### config.mk
export PLATFORM = sky130hd
export DESIGN_NAME = fbpl_core
export DESIGN_NICKNAME = d
export VERILOG_FILES = /design/src/pkg/fbpl_pkg.sv /design/src/core/fbpl_core.sv
export VERILOG_INCLUDE_DIRS = /design/src /design/src/pkg
export SDC_FILE = /design/constraint.sdc
export NUM_CORES = 1
export LEC_CHECK = 0
export BUFFER_PORTS_ARGS = -buffer_cell sky130_fd_sc_hd__buf_2
export CAP_MARGIN = 25
export CORE_UTILIZATION = 45
export DETAILED_ROUTE_END_ITERATION = 7
export PLACE_DENSITY = 0.67
export SYNTH_ARGS = -nofsm -noshare
export SYNTH_HDL_FRONTEND = slang
export SYNTH_SLANG_ARGS = --single-unit
### constraint.sdc
create_clock -name clock -period 9.97 [get_ports clock]
set_input_delay 0.997 -clock clock [delete_from_list [all_inputs] [get_ports clock]]
set_output_delay 0.997 -clock clock [all_outputs]
set_load 0.02 [all_outputs]
### src/pkg/fbpl_defs.svh
// Constants for the fieldbus parameter set and the link-loss reaction.
// Assumes a 250 MHz clock; long tick counts are overridable module parameters.
`ifndef FBPL_DEFS_SVH
`define FBPL_DEFS_SVH

// Parameter numbers on the parameter channel
`define FBPL_PNU_REQ_MAP 16'h0393
`define FBPL_PNU_RSP_MAP 16'h0394
`define FBPL_PNU_NODE_ADDR 16'h0396
`define FBPL_PNU_WR_PERMIT 16'h039f
`define FBPL_PNU_FAULT_HIST 16'h03b3
`define FBPL_PNU_BAUD 16'h03c3
`define FBPL_PNU_PROFILE_VER 16'h03c5
`define FBPL_PNU_LAST_CTRL 16'h03c7
`define FBPL_PNU_LAST_STAT 16'h03c8
`define FBPL_PNU_INIT 16'h03ca

// History indices
`define FBPL_HIST_IDX0 8'h01
`define FBPL_HIST_IDX1 8'h09
`define FBPL_HIST_IDX2 8'h11
`define FBPL_HIST_IDX3 8'h19

// Reset and fixed values
`define FBPL_PROFILE_VER 16'h0002
`define FBPL_PERMIT_RST 16'h0001
`define FBPL_BAUD_MAX 4'ha
`define FBPL_LINK_FAULT_CODE 16'h7511
`define FBPL_LINK_ALARM_NUM 8'h23

// Access error codes returned in the answer
`define FBPL_ERR_NO_PARAM 8'h00
`define FBPL_ERR_WR_INHIBIT 8'h01
`define FBPL_ERR_RANGE 8'h02
`define FBPL_ERR_SUBINDEX 8'h03

// Timing: clock rate, millisecond and tenth-second ticks
`define FBPL_CLK_HZ 250000000
`define FBPL_MS_PER_S 1000
`define FBPL_CYC_PER_MS (`FBPL_CLK_HZ / `FBPL_MS_PER_S)
`define FBPL_MS_PER_TENTH 100
`define FBPL_DELAY_MAX 600

`endif

### src/pkg/fbpl_pkg.sv
// Types for the fieldbus parameter set and the link-loss reaction.
// Assumes fbpl_defs.svh supplies the numbers.
package fbpl_pkg;

  // Reaction controller states
  typedef enum logic [2:0] {
    FBPL_IDLE,
    FBPL_WAIT,
    FBPL_DECEL,
    FBPL_RUNON,
    FBPL_TRIPPED
  } fbpl_state_e;

  // What a reaction code asks for
  typedef enum logic [2:0] {
    FBPL_ACT_COAST_NOW,
    FBPL_ACT_DELAY_COAST,
    FBPL_ACT_CANCEL_COAST,
    FBPL_ACT_RUN_ON,
    FBPL_ACT_DECEL_NOW,
    FBPL_ACT_DELAY_DECEL,
    FBPL_ACT_CANCEL_DECEL
  } fbpl_action_e;

  // Reaction code to action
  function automatic fbpl_action_e fbplDecode(input logic [3:0] sel);
    fbpl_action_e a;
    a = FBPL_ACT_COAST_NOW;
    case (sel)
      4'h1: a = FBPL_ACT_DELAY_COAST;
      4'h2: a = FBPL_ACT_CANCEL_COAST;
      4'h3, 4'hd, 4'he, 4'hf: a = FBPL_ACT_RUN_ON;
      4'ha: a = FBPL_ACT_DECEL_NOW;
      4'hb: a = FBPL_ACT_DELAY_DECEL;
      4'hc: a = FBPL_ACT_CANCEL_DECEL;
      default: a = FBPL_ACT_COAST_NOW;
    endcase
    return a;
  endfunction

endpackage

### src/core/fbpl_core.sv
// Fieldbus slave parameter set and link-loss reaction controller.
// Assumes link framing logic on the same clock delivers decoded
// parameter requests and frame strobes; inverter logic consumes the
// stop, trip and init outputs and reports motor standstill.
`timescale 1ns/1ns
`include "fbpl_defs.svh"

module fbpl_core
  import fbpl_pkg::*;
#(
  parameter int CYC_PER_MS = `FBPL_CYC_PER_MS,
  parameter int MS_PER_TENTH = `FBPL_MS_PER_TENTH,
  parameter int WDT_W = 16,
  parameter int DELAY_W = 10
) (
  input wire logic clock,
  input wire logic sys_rst,
  // Parameter channel request
  input wire logic paramReq,
  input wire logic paramWrite,
  input wire logic [15:0] paramNum,
  input wire logic [7:0] paramIndex,
  input wire logic [15:0] paramWdata,
  // Parameter channel answer
  output logic paramAck,
  output logic paramErr,
  output logic [7:0] paramErrCode,
  output logic [15:0] paramRdata,
  // Link traffic
  input wire logic frameOk,
  input wire logic [WDT_W-1:0] masterWatchdog,
  input wire logic [15:0] ctrlWordIn,
  input wire logic [15:0] statusWordIn,
  input wire logic [6:0] nodeAddrIn,
  input wire logic [3:0] baudCodeIn,
  // Reaction settings
  input wire logic [3:0] lossReactionSelect,
  input wire logic [DELAY_W-1:0] lossReactionDelay,
  // Inverter side
  input wire logic motorStopped,
  input wire logic tripReset,
  input wire logic faultEvent,
  input wire logic [15:0] faultCodeIn,
  input wire logic [7:0] faultAlarmIn,
  output logic coastStop,
  output logic decelStop,
  output logic fieldbusErrorTrip,
  output logic commError,
  output logic powerIndicatorFlash,
  output logic offlineIndicatorRed,
  output logic dataInitStart,
  output logic [63:0] requestSlotMap,
  output logic [63:0] responseSlotMap,
  output logic [7:0] latestAlarmCode,
  output logic [7:0] previousAlarmCode,
  output logic [7:0] secondLastAlarmCode,
  output logic [7:0] thirdLastAlarmCode
);

  // Elaboration checks; the tenth counter is only eight bits wide
  if (CYC_PER_MS < 2 || MS_PER_TENTH < 1 || MS_PER_TENTH > 256 || WDT_W < 1) begin : gBadTick
    $error("fbpl_core: tick parameters out of range");
  end
  if (DELAY_W < 10 || DELAY_W > 16) begin : gBadDelay
    $error("fbpl_core: delay width cannot hold 60.0 s");
  end

  // Stored parameters
  logic [15:0] reqMap_q [4]; // Request slot entries
  logic [15:0] rspMap_q [4]; // Response slot entries
  logic permit_q; // Write permission
  logic init_q; // Initialize trigger value
  logic [15:0] lastCtrl_q; // Mirror of last control word
  logic [15:0] lastStat_q; // Mirror of last status word
  logic [15:0] histCode_q [4]; // Malfunction codes, newest first
  logic [7:0] histAlarm_q [4]; // Alarm numbers, newest first

  // Ticks and watchdog
  logic [31:0] msCnt_q; // Cycle count within one millisecond
  logic msTick; // One-cycle pulse each millisecond
  logic [7:0] tenthCnt_q; // Milliseconds within one tenth
  logic tenthTick; // One-cycle pulse each 0.1 s
  logic [WDT_W-1:0] wdtCnt_q; // Milliseconds without traffic
  logic wdtFired_q; // Timeout already reported
  logic errEvent; // Error detected this cycle
  logic armed_q; // A good frame has been seen

  // Reaction controller
  fbpl_state_e state_q;
  fbpl_action_e act_q; // Action latched at detection
  logic [DELAY_W-1:0] delayCnt_q; // Elapsed tenths
  logic tripNow; // Trip issued this cycle

  // Parameter channel decode
  logic hit;
  logic [15:0] rd;
  logic [7:0] ecode;
  logic err;
  logic idxOk; // Index 1..4 for slot arrays
  logic [1:0] slot;

  // Millisecond divider
  always_ff @(posedge clock) begin
    if (sys_rst) begin
      msCnt_q <= 32'h0;
    end else if (msTick || errEvent) begin
      msCnt_q <= 32'h0; // Restart at detection so the delay counts whole tenths
    end else begin
      msCnt_q <= msCnt_q + 32'h1;
    end
  end
  assign msTick = (msCnt_q == 32'(CYC_PER_MS - 1));

  // Tenth-second divider on the millisecond tick
  always_ff @(posedge clock) begin
    if (sys_rst) begin
      tenthCnt_q <= 8'h0;
    end else if (tenthTick || errEvent) begin
      tenthCnt_q <= 8'h0;
    end else if (msTick) begin
      tenthCnt_q <= tenthCnt_q + 8'h1;
    end
  end
  assign tenthTick = msTick && (tenthCnt_q == 8'(MS_PER_TENTH - 1));

  // Watchdog: silence longer than the master's timeout is an error
  // A zero timeout means the master left its watchdog off
  always_ff @(posedge clock) begin
    if (sys_rst) begin
      wdtCnt_q <= '0;
      wdtFired_q <= 1'b0;
    end else if (frameOk) begin
      wdtCnt_q <= '0;
      wdtFired_q <= 1'b0;
    end else if (errEvent) begin
      wdtFired_q <= 1'b1;
    end else if (msTick && !wdtFired_q && wdtCnt_q != '1) begin
      wdtCnt_q <= wdtCnt_q + 1'b1;
    end
  end
  assign errEvent = !frameOk && !wdtFired_q && (masterWatchdog != '0) && (wdtCnt_q >= masterWatchdog);

  // Trip only after the first good frame since reset
  always_ff @(posedge clock) begin
    if (sys_rst) begin
      armed_q <= 1'b0;
    end else if (frameOk) begin
      armed_q <= 1'b1;
    end
  end

  // Reaction state machine
  always_ff @(posedge clock) begin
    if (sys_rst) begin
      state_q <= FBPL_IDLE;
      act_q <= FBPL_ACT_COAST_NOW;
      delayCnt_q <= '0;
    end else begin
      unique case (state_q)
        FBPL_IDLE: begin
          // Errors before the link is armed are ignored
          if (errEvent && armed_q) begin
            act_q <= fbplDecode(lossReactionSelect);
            delayCnt_q <= '0;
            unique case (fbplDecode(lossReactionSelect))
              FBPL_ACT_COAST_NOW: state_q <= FBPL_TRIPPED;
              FBPL_ACT_RUN_ON: state_q <= FBPL_RUNON;
              FBPL_ACT_DECEL_NOW: state_q <= FBPL_DECEL;
              default: state_q <= FBPL_WAIT;
            endcase
          end
        end
        FBPL_WAIT: begin
          // Cancelling modes drop the error on any traffic
          if (frameOk && (act_q == FBPL_ACT_CANCEL_COAST || act_q == FBPL_ACT_CANCEL_DECEL)) begin
            state_q <= FBPL_IDLE;
          end else if (delayCnt_q >= lossReactionDelay) begin
            // Expiry ignores any resumed traffic in the other modes
            if (act_q == FBPL_ACT_DELAY_COAST || act_q == FBPL_ACT_CANCEL_COAST) begin
              state_q <= FBPL_TRIPPED;
            end else begin
              state_q <= FBPL_DECEL;
            end
          end else if (errEvent) begin
            delayCnt_q <= '0;
          end else if (tenthTick) begin
            delayCnt_q <= delayCnt_q + 1'b1;
          end
        end
        FBPL_DECEL: begin
          // Trip waits for standstill
          if (motorStopped) begin
            state_q <= FBPL_TRIPPED;
          end
        end
        FBPL_RUNON: begin
          // Never trips; clears when traffic returns
          if (frameOk) begin
            state_q <= FBPL_IDLE;
          end
        end
        FBPL_TRIPPED: begin
          if (tripReset) begin
            state_q <= FBPL_IDLE;
          end
        end
      endcase
    end
  end

  // Trip pulses when the tripped state is entered
  assign tripNow = (state_q != FBPL_TRIPPED) && (
      (state_q == FBPL_IDLE && errEvent && armed_q && fbplDecode(lossReactionSelect) == FBPL_ACT_COAST_NOW) ||
      (state_q == FBPL_WAIT && !(frameOk && (act_q == FBPL_ACT_CANCEL_COAST || act_q == FBPL_ACT_CANCEL_DECEL))
        && delayCnt_q >= lossReactionDelay
        && (act_q == FBPL_ACT_DELAY_COAST || act_q == FBPL_ACT_CANCEL_COAST)) ||
      (state_q == FBPL_DECEL && motorStopped));

  // Stop, trip and indicator outputs, registered
  always_ff @(posedge clock) begin
    if (sys_rst) begin
      fieldbusErrorTrip <= 1'b0;
      coastStop <= 1'b0;
      decelStop <= 1'b0;
      commError <= 1'b0;
      powerIndicatorFlash <= 1'b0;
      offlineIndicatorRed <= 1'b0;
    end else begin
      fieldbusErrorTrip <= tripNow;
      // Coast holds while tripped unless the stop came by ramp
      coastStop <= (state_q == FBPL_TRIPPED) && !(act_q == FBPL_ACT_DECEL_NOW || act_q == FBPL_ACT_DELAY_DECEL
        || act_q == FBPL_ACT_CANCEL_DECEL);
      decelStop <= (state_q == FBPL_DECEL);
      commError <= (state_q != FBPL_IDLE);
      powerIndicatorFlash <= (state_q == FBPL_RUNON);
      offlineIndicatorRed <= (state_q == FBPL_RUNON);
    end
  end

  // Mirrors of process words
  always_ff @(posedge clock) begin
    if (sys_rst) begin
      lastCtrl_q <= 16'h0;
      lastStat_q <= 16'h0;
    end else if (frameOk) begin
      lastCtrl_q <= ctrlWordIn;
      lastStat_q <= statusWordIn;
    end
  end

  // Fault history in both encodings; own trip wins a same-cycle clash
  always_ff @(posedge clock) begin
    if (sys_rst) begin
      for (int i = 0; i < 4; i++) begin
        histCode_q[i] <= 16'h0;
        histAlarm_q[i] <= 8'h0;
      end
    end else if (tripNow || faultEvent) begin
      for (int i = 1; i < 4; i++) begin
        histCode_q[i] <= histCode_q[i-1];
        histAlarm_q[i] <= histAlarm_q[i-1];
      end
      histCode_q[0] <= tripNow ? `FBPL_LINK_FAULT_CODE : faultCodeIn;
      histAlarm_q[0] <= tripNow ? `FBPL_LINK_ALARM_NUM : faultAlarmIn;
    end
  end
  assign latestAlarmCode = histAlarm_q[0];
  assign previousAlarmCode = histAlarm_q[1];
  assign secondLastAlarmCode = histAlarm_q[2];
  assign thirdLastAlarmCode = histAlarm_q[3];

  // Slot decode shared by both mapping arrays
  assign idxOk = (paramIndex >= 8'h01) && (paramIndex <= 8'h04);
  assign slot = 2'(paramIndex - 8'h01);

  // Read data and error decode
  always_comb begin
    hit = 1'b1;
    rd = 16'h0;
    ecode = `FBPL_ERR_NO_PARAM;
    err = 1'b0;
    unique case (paramNum)
      `FBPL_PNU_REQ_MAP: rd = idxOk ? reqMap_q[slot] : 16'h0;
      `FBPL_PNU_RSP_MAP: rd = idxOk ? rspMap_q[slot] : 16'h0;
      `FBPL_PNU_NODE_ADDR: rd = {9'h0, nodeAddrIn};
      `FBPL_PNU_WR_PERMIT: rd = {15'h0, permit_q};
      `FBPL_PNU_FAULT_HIST: begin
        unique case (paramIndex)
          `FBPL_HIST_IDX0: rd = histCode_q[0];
          `FBPL_HIST_IDX1: rd = histCode_q[1];
          `FBPL_HIST_IDX2: rd = histCode_q[2];
          `FBPL_HIST_IDX3: rd = histCode_q[3];
          default: rd = 16'h0;
        endcase
      end
      `FBPL_PNU_BAUD: rd = (baudCodeIn > `FBPL_BAUD_MAX) ? 16'h0 : {12'h0, baudCodeIn};
      `FBPL_PNU_PROFILE_VER: rd = `FBPL_PROFILE_VER;
      `FBPL_PNU_LAST_CTRL: rd = lastCtrl_q;
      `FBPL_PNU_LAST_STAT: rd = lastStat_q;
      `FBPL_PNU_INIT: rd = {15'h0, init_q};
      default: hit = 1'b0;
    endcase
    if (!hit) begin
      err = 1'b1;
    end else if ((paramNum == `FBPL_PNU_REQ_MAP || paramNum == `FBPL_PNU_RSP_MAP) && !idxOk) begin
      err = 1'b1;
      ecode = `FBPL_ERR_SUBINDEX;
    end else if (paramWrite && !permit_q && paramNum != `FBPL_PNU_WR_PERMIT) begin
      err = 1'b1;
      ecode = `FBPL_ERR_WR_INHIBIT;
    end else if (paramWrite && !(paramNum == `FBPL_PNU_REQ_MAP || paramNum == `FBPL_PNU_RSP_MAP
        || paramNum == `FBPL_PNU_WR_PERMIT || paramNum == `FBPL_PNU_INIT)) begin
      err = 1'b1;
      ecode = `FBPL_ERR_WR_INHIBIT; // Read-only parameter
    end else if (paramWrite && (paramNum == `FBPL_PNU_WR_PERMIT || paramNum == `FBPL_PNU_INIT)
        && paramWdata > 16'h0001) begin
      err = 1'b1;
      ecode = `FBPL_ERR_RANGE;
    end
  end

  // Writable parameters
  always_ff @(posedge clock) begin
    if (sys_rst) begin
      for (int i = 0; i < 4; i++) begin
        reqMap_q[i] <= 16'h0;
        rspMap_q[i] <= 16'h0;
      end
      permit_q <= 1'(`FBPL_PERMIT_RST);
      init_q <= 1'b0;
      dataInitStart <= 1'b0;
    end else begin
      dataInitStart <= 1'b0;
      if (paramReq && paramWrite && !err) begin
        unique case (paramNum)
          `FBPL_PNU_REQ_MAP: reqMap_q[slot] <= paramWdata;
          `FBPL_PNU_RSP_MAP: rspMap_q[slot] <= paramWdata;
          `FBPL_PNU_WR_PERMIT: permit_q <= paramWdata[0];
          `FBPL_PNU_INIT: begin
            init_q <= paramWdata[0];
            dataInitStart <= init_q && !paramWdata[0];
          end
          default: ;
        endcase
      end
    end
  end

  // Answer registered one cycle after the request
  always_ff @(posedge clock) begin
    if (sys_rst) begin
      paramAck <= 1'b0;
      paramErr <= 1'b0;
      paramErrCode <= 8'h0;
      paramRdata <= 16'h0;
    end else begin
      paramAck <= paramReq;
      if (paramReq) begin
        paramErr <= err;
        paramErrCode <= err ? ecode : 8'h0;
        paramRdata <= err ? 16'h0 : (paramWrite ? paramWdata : rd);
      end
    end
  end

  // Flattened slot maps for the inverter
  for (genvar g = 0; g < 4; g++) begin : gSlot
    assign requestSlotMap[16*g +: 16] = reqMap_q[g];
    assign responseSlotMap[16*g +: 16] = rspMap_q[g];
  end

endmodule

==> reports/qor.csv, run 1 <==
stage;metric;value;unit
timing;rsz0062_at_grt;no;
logic_synthesis;yosys_warnings;0;
flow_run;maxCapViolCount;0;
placement;placed_cell_area;19040;um2
cells_and_area;area_growth_syn_to_layout;20.33;%
clocking;htree_levels;2;
detailed_routing;antenna_left;0;
timing;hold_violations;0;
logic_synthesis;yosysMostFrequentCell;edfxtp_1;
logic_synthesis;synth_edf_count;224;
min_path;whs_path_depth;1;
detailed_routing;wl_per_cell;21.24;um
setup_path;crit_chain;buf_2 -> buf_4 -> inv_1 -> ha_1 -> or3b_2 -> o2111ai_1 -> a32oi_2 -> nand2_2 -> nor3_4 -> nand4_4 -> nand2_1;
setup_path;crit_type;input port to flop;
floorplanning;die_width;196.0;um
power;power_frac_clock;43.3;%
power;intPower;2.622;mW
timing;relSlewSlack;29.67;%
timing;setup_violations;0;
setup_path;critical_path.top_delay_family;simple AND/OR/NAND/NOR gates;
placement;dpl.cell_count;2222;
cells_and_area;nets;1975;
detailed_routing;dr.pass1.iters;5;
power;ir_drop;114.9;uV
cells_and_area;drive_above_1_share;26.46;%
timing;slew_violations;0;
logic_synthesis;seq_area_frac_synth;55.56;%
global_route;grt_pass1_vias;12600;
timing;finalSetupTns;0;ps
timing;fin_crit;4510;ps
clocking;cts_buffers;40;
logic_synthesis;synth.distinct_cells;82;
placement;gp_congestion;0.8924;
timing;fin_crit_sh;45.24;%
clocking;cts_tree;built;
logic_synthesis;synth.area.top_cells;edfxtp_1, dfxtp_1, mux4_2;
setup_path;path_depth;11;
clocking;postCtsSetupBuffers;0;
logic_synthesis;yosysTopAreaCellShare;39.72;%
detailed_routing;drc_errors;0;
setup_path;worst_setup_path_start_kind;input port;
global_route;antenna_found_initial;3;
logic_synthesis;synth-main-ff-cell;edfxtp_1;
detailed_routing;drt_wl_total;48870;um
clocking;cts-root-buf;clkbuf_16;
setup_path;cpPeakStageDelay;630;ps
timing;worstMarginPinSlew;1049;ps
clocking;cts_max_path_buffers;3;
setup_path;worstPathMaxFanout;37;
global_route;grt_first_pass_wirelength;74130;um
floorplanning;core;36790;um2
placement;hpwl;36380;um
clocking;cts_resized;0;
clocking;clkSinkCount;358;
setup_path;cp_slowest_cell;nand2_1;
power;leakage;8.366;nW
global_route;overflow;0;
setup_path;ff2ff_path_depth;12;
clocking;clk_pin_slew;60;ps
floorplanning;top_level_ports;338;
clocking;cts_hold_buf;0;
cells_and_area;instances_no_fill;2301;
timing;whs;462.4;ps
clocking;clock_latency;540;ps
detailed_routing;vias;12890;
cells_and_area;stdcell_area;20380;um2
power;total_power;3.429;mW
floorplanning;start_util;46.04;%
global_route;grt_max_degree;80;
setup_path;cp_data_required_time;10140;ps
timing;fmax;0.2217;GHz
logic_synthesis;yosys-top-cells-count;edfxtp_1, nor2_1, and2_1;
logic_synthesis;ys_ff_latch;358;
setup_path;cp_num_buf_inv;3;
power;power.switching;806.8;uW
power;pwr-share-comb;8.4;%
logic_synthesis;yosysTopAreaCell;edfxtp_1;
power;switching_share;23.53;%
floorplanning;fp-row-count;70;
floorplanning;dieArea;38410;um2
logic_synthesis;async_reset_ff_share;0;%
setup_path;endpoint_kind;flop;
setup_path;arrival;4680;ps
power;seqPwrFrac;48.4;%
global_route;track_usage;25.48;%
timing;skew;18.43;ps
run_status;status;finished clean;
detailed_routing;viasPerCell;5.601;
logic_synthesis;syn_inst;1484;
placement;io_buffers;331;
detailed_routing;drtIter0Drc;1056;
logic_synthesis;syn_area;16930;um2
floorplanning;die_y;196.0;um
power;p_per_area;168.3;nW/um2
logic_synthesis;syn_avg_cell_area;11.41;um2
min_path;hp-class;flop to flop;
-- power groups by stage --
stage,logic (mW),registers [mW],clock network [mW]
2_1_floorplan,0.130,1.71,0
3_3_place_gp,0.280,1.69,0
5_1_grt,0.307,1.66,1.57
6_report,0.286,1.66,1.48
4_1_cts,0.288,1.66,1.51
3_5_place_dp,0.287,1.69,0
-- placed cells by master, fill, tap and decap left out, types with 5 or more instances in the layout --
master and count:
and4_1 5, a22oi_1 9, or4_1 7, a222oi_1 15, nand4_1 23, nor3b_1 6
nand3_1 47, ha_1 33, nor3_1 14, o21ai_0 14, inv_1 42, nor2_1 207
a21oi_1 38, conb_1 6, clkinv_1 8, mux2i_1 38, nor4_1 17, o31ai_1 8
o21ai_1 5, mux4_2 48, buf_4 18, a31oi_1 11, xor2_1 31, buf_2 331
xnor2_1 23, o211ai_1 9, a221oi_1 10, dfxtp_1 134, nand2b_1 10, clkbuf_16 41
clkbuf_1 12, and3_1 36, and2_1 142, nand2_1 102, edfxtp_1 224
-- logic make-up after synthesis --
kind of cell / Yosys count / share of synthesized area, %
AOI/OAI and AO/OA: 160 / 6.827
buffers and inverters: 129 / 3.339
xor gates and xnor gates: 54 / 2.793
muxes: 86 / 8.629
and+or+nand+nor: 663 / 20.39
adders and majority gates: 33 / 2.438
DFF: 358 / 55.56
other: 1 / 0.02214
-- metal layers --
| layer | vias up | track usage [%] | part of all wire (%) |
|---|---|---|---|
| met3 | 98 | 5.897 | 8.2 |
| met1 | 6240 | 32.02 | 39 |
| li1 | 6040 | - | - |
| met2 | 507 | 42.20 | 48 |
| met4 | 2 | 10.82 | 4.1 |
| met5 | - | 0 | 0.027 |
-- stage by stage --
stage	utilization, %	setup slack, ps
global route	55.37	5083
floorplan	-	3671
finish	55.40	5460
global placement	51.61	4999
detailed placement	51.76	4900
CTS	55.34	5463
-- path summary, 6_finish.rpt --
kind / from / end / slack (ps)
worst max register to register: wdtCnt_q[0] / histAlarm_q[3][1] / 6200
worst min-delay path: msCnt_q[0] / msCnt_q[0] / 460
worst max-delay path: paramIndex[0] / reqMap_q[1][8] / 5460
worst min register to register: msCnt_q[0] / msCnt_q[0] / 460
-- state kept, by name, indices dropped and copies added (netlist names), 8 cells and up --
| name | count |
|---|---|
| rspMap_q | 64 |
| histCode_q | 64 |
| msCnt_q | 32 |
| histAlarm_q | 32 |
| lastStat_q | 16 |
| paramRdata | 16 |
| reqMap_q | 64 |
| lastCtrl_q | 16 |
| tenthCnt_q | 8 |
| wdtCnt_q | 16 |
| delayCnt_q | 10 |
-- worst reg2reg max path: cells and delay by family, from the launching register on --
kind | cells | cell delay [ps]
simple gates | 4 | 1210
compound gates | 3 | 720
flops | 1 | 340
fa+ha+maj | 1 | 260
buf+inv | 4 | 890
-- final cells by class --
class                      instances  area, um2
multi-input combinational       1002       7038
timing repair buffer             352       1858
sequential                       358       9409
clock buffer                      57       1126
fill                            3202      16410
clock inverter                    17      190.2
inverter                          43      161.4
antenna                            4      10.01
tap                              468      585.6
(Power assumes the default switching activity.)
==> run 2: changes to the inputs <==
--- a/config.mk
+++ b/config.mk
@@ -6,11 +6,12 @@
 export SDC_FILE = /design/constraint.sdc
 export NUM_CORES = 1
 export LEC_CHECK = 0
+export ABC_AREA = 1
 export BUFFER_PORTS_ARGS = -buffer_cell sky130_fd_sc_hd__buf_2
 export CAP_MARGIN = 25
 export CORE_UTILIZATION = 45
 export DETAILED_ROUTE_END_ITERATION = 7
-export PLACE_DENSITY = 0.67
+export PLACE_DENSITY = 0.69
 export SYNTH_ARGS = -nofsm -noshare
 export SYNTH_HDL_FRONTEND = slang
 export SYNTH_SLANG_ARGS = --single-unit
==> constraint.sdc (replaced) <==
create_clock -name clock -period 3.97 [get_ports clock]
set_input_delay 0.397 -clock clock [delete_from_list [all_inputs] [get_ports clock]]
set_output_delay 0.397 -clock clock [all_outputs]
set_load 0.02 [all_outputs]
==> run 2 against run 1 <==
  * Combinational power rose to 3.6 times the previous value
  * Power rose to 2.7 times the previous value
  * Critical path depth rose by 3
  * Hold slack lost 400 ps
  * Cell area is 7.4% higher
  * Via count up 27%
  * Wire length grew 13%
  * Cell count rose by 33%
  * Register-to-register slack lost 5200 ps
  * Sequential power rose to 2.6 times the previous value
  * Utilization fell by 0.43 points
  * Worst setup slack worse by 4600 ps
  * Critical endpoint is now rspMap_q[0][14]
==> reports/qor.csv, run 2 <==
stage;metric;value;unit
logic_synthesis;yosysTopAreaCell;edfxtp_1;
logic_synthesis;syn_inst;2195;
cells_and_area;seqCellArea;9412;um2
setup_path;worstPathMaxFanout;17;
clocking;htree_levels;2;
logic_synthesis;synth_edf_count;224;
logic_synthesis;synth_mux_area_share;0;%
floorplanning;fp-row-count;73;
floorplanning;top_level_ports;338;
global_route;overflow;0;
cells_and_area;fill_cells;3662;
clocking;cts_hold_buf;0;
logic_synthesis;syn_avg_cell_area;8.284;um2
logic_synthesis;yosys.area_share.simple;26.86;%
detailed_routing;drt_wl_total;55120;um
floorplanning;die_width;203.0;um
power;power_frac_clock;41.5;%
power;pwr-share-comb;11.3;%
detailed_routing;routed-wl-met2;26730;um
floorplanning;core;39820;um2
setup_path;critical_path.top_delay_family;simple AND/OR/NAND/NOR gates;
logic_synthesis;yosysMostFrequentCell;nor2_1;
detailed_routing;dr.pass1.iters;6;
logic_synthesis;synth.area.top_cells;edfxtp_1, dfxtp_1, nor2_1;
placement;placed_cell_area;20550;um2
detailed_routing;antenna_left;0;
min_path;hp-class;input port to flop;
cells_and_area;nets;2685;
timing;fmax;0.3239;GHz
cells_and_area;drive_above_1_share;20.68;%
global_route;antenna_found_initial;4;
cells_and_area;final_cell_mix;nor2_1, nand2_1, buf_2, inv_1, edfxtp_1;
power;p_per_area;415.6;nW/um2
detailed_routing;dr.max_layer_used;met5;
clocking;clk_pin_slew;60;ps
detailed_routing;drtIter0Drc;1586;
detailed_routing;vias;16360;
placement;gp_congestion;0.9522;
setup_path;endpoint_kind;flop;
clocking;cts-root-buf;clkbuf_16;
global_route;track_usage;26.33;%
timing;worstMarginPinSlew;930.3;ps
run_status;status;finished clean;
power;seqPwrFrac;47.2;%
logic_synthesis;yosys_warnings;0;
timing;slew_violations;0;
clocking;cts_buffers;40;
timing;rsz0062_at_grt;no;
cells_and_area;layout_top_registers;histCode_q (64), reqMap_q (64), rspMap_q (64);
clocking;clkSinkCount;358;
detailed_routing;viasPerCell;5.337;
clocking;cts_tree;built;
timing;relSlewSlack;37.75;%
logic_synthesis;seq_area_frac_synth;51.75;%
detailed_routing;wl_per_cell;17.98;um
timing;setup_ws;882.3;ps
logic_synthesis;yosys-top-cells-count;nor2_1, nand2_1, inv_1;
timing;fin_crit_sh;77.78;%
placement;io_buffers;331;
power;intPower;6.714;mW
setup_path;worst_setup_path_start_kind;input port;
floorplanning;start_util;45.66;%
timing;fin_crit;3088;ps
global_route;grt_max_degree;69;
cells_and_area;stdcell_area;21890;um2
timing;hold_violations;0;
power;switching_share;26.20;%
power;leakage;9.253;nW
clocking;clock_latency;580;ps
timing;setup_violations;0;
logic_synthesis;async_reset_ff_share;0;%
global_route;grt_pass1_vias;15310;
power;power.switching;2.384;mW
setup_path;crit_path_frequent_cell;nand2_1;
logic_synthesis;syn_area;18180;um2
setup_path;crit_type;input port to flop;
logic_synthesis;synth_fa_ha_area_share;2.271;%
setup_path;reg2reg_slack;980;ps
placement;place_ws;364.3;ps
setup_path;arrival;3270;ps
floorplanning;dieArea;41210;um2
setup_path;crit_chain;buf_2 -> nor2_1 -> nand2_1 -> nor2_4 -> inv_2 -> nor2_1 -> nand3_1 -> nand2_1 -> nor2_1 -> nand2_1 -> nand4_4 -> nor2_4 -> nand4_4 -> nand2_1;
logic_synthesis;synth.distinct_cells;51;
power;ir_drop;266.3;uV
floorplanning;die_y;203.0;um
logic_synthesis;synth_top_family_by_area;simple AND/OR/NAND/NOR gates;
logic_synthesis;synth-main-ff-cell;edfxtp_1;
setup_path;cp_data_required_time;4150;ps
setup_path;cpPeakStageDelay;690;ps
placement;hpwl;40730;um
flow_run;maxCapViolCount;0;
cells_and_area;multi_input_comb_area;7493;um2
setup_path;cp_slowest_cell;nand2_1;
timing;skew;34.39;ps
logic_synthesis;yosysTopAreaCellShare;36.99;%
cells_and_area;area_growth_syn_to_layout;20.39;%
clocking;cts_max_path_buffers;3;
logic_synthesis;synthXorXnorAreaFrac;1.590;%
setup_path;cp_num_buf_inv;2;
logic_synthesis;ys_ff_latch;358;
logic_synthesis;synth-compound-area-share;9.145;%
global_route;grt_first_pass_wirelength;84060;um
detailed_routing;wl_met3;4150;um
clocking;cts_resized;0;
detailed_routing;wl_met1;21690;um
clocking;postCtsSetupBuffers;0;
cells_and_area;layout_commonest_cell;nor2_1;
detailed_routing;drc_errors;0;
==> run 2: cell count changes after synthesis, moves of 62 or more <==
cell,before,now
and2_1,142,1
o21ai_0,18,150
nand2_1,102,346
nor2_1,207,434
inv_1,42,261
a21oi_1,38,100
==> run 2: worst register-to-register path: cells and delay by family (launching register included) <==
kind,cells,cell delay (ps)
buf+inv,4,850
simple gates,10,1100
flops,1,380
fa+ha+maj,1,310
==> run 2: final timing paths <==
kind | start | endpoint | cells after the start
min | statusWordIn[5] | lastStat_q[5] | 3
max | paramNum[13] | rspMap_q[0][14] | 14
min reg2reg | msCnt_q[0] | msCnt_q[0] | 1
max reg2reg | wdtCnt_q[7] | histAlarm_q[3][6] | 15
==> run 2: metrics by stage <==
step	util, %	cells	hold slack, ps	power (mW)	TNS, ps
after CTS	54.95	3064	40.46	9.143	0
final	54.97	3066	58.58	9.098	0
after detailed placement	51.59	2990	443.9	5.387	0
after floorplan	-	2200	417.5	4.982	-68030
after global placement	51.59	2990	431.0	5.371	0
after global routing	54.96	3065	51.52	9.399	0
==> run 2: power by group through the flow <==
stage	registers (mW)	logic, mW	clock network, mW
final	4.30	1.03	3.78
after global routing	4.31	1.12	3.97
after CTS	4.29	1.02	3.83
after detailed placement	4.37	1.02	0
after global placement	4.37	1.01	0
after floorplan	4.48	0.504	0
==> run 2: logic make-up after synthesis <==
family / count (synthesis)
buffers and inverters: 379
AND/OR/NAND/NOR: 1081
other: 1
AO/OA/AOI/OAI: 310
XOR/XNOR: 33
flip-flops: 358
adder cells (fa/ha/maj): 33
==> run 2: final cells by class <==
cell class              instances  area share, %
diodes                          2        0.02286
clock buffers                  56          5.064
clock inverters                18          1.052
inverters                     283          4.921
multi-input cells            1463          34.23
flip-flops and latches        358          43.00
well taps                     525          3.001
repair buffers                361          8.711
==> run 2: per-layer routing <==
| metal | GRT usage (%) | up-vias |
|---|---|---|
| li1 | - | 7872 |
| met1 | 32.27 | 7692 |
| met2 | 44.86 | 674 |
| met3 | 4.398 | 120 |
| met4 | 12.94 | 4 |
| met5 | 0 | - |
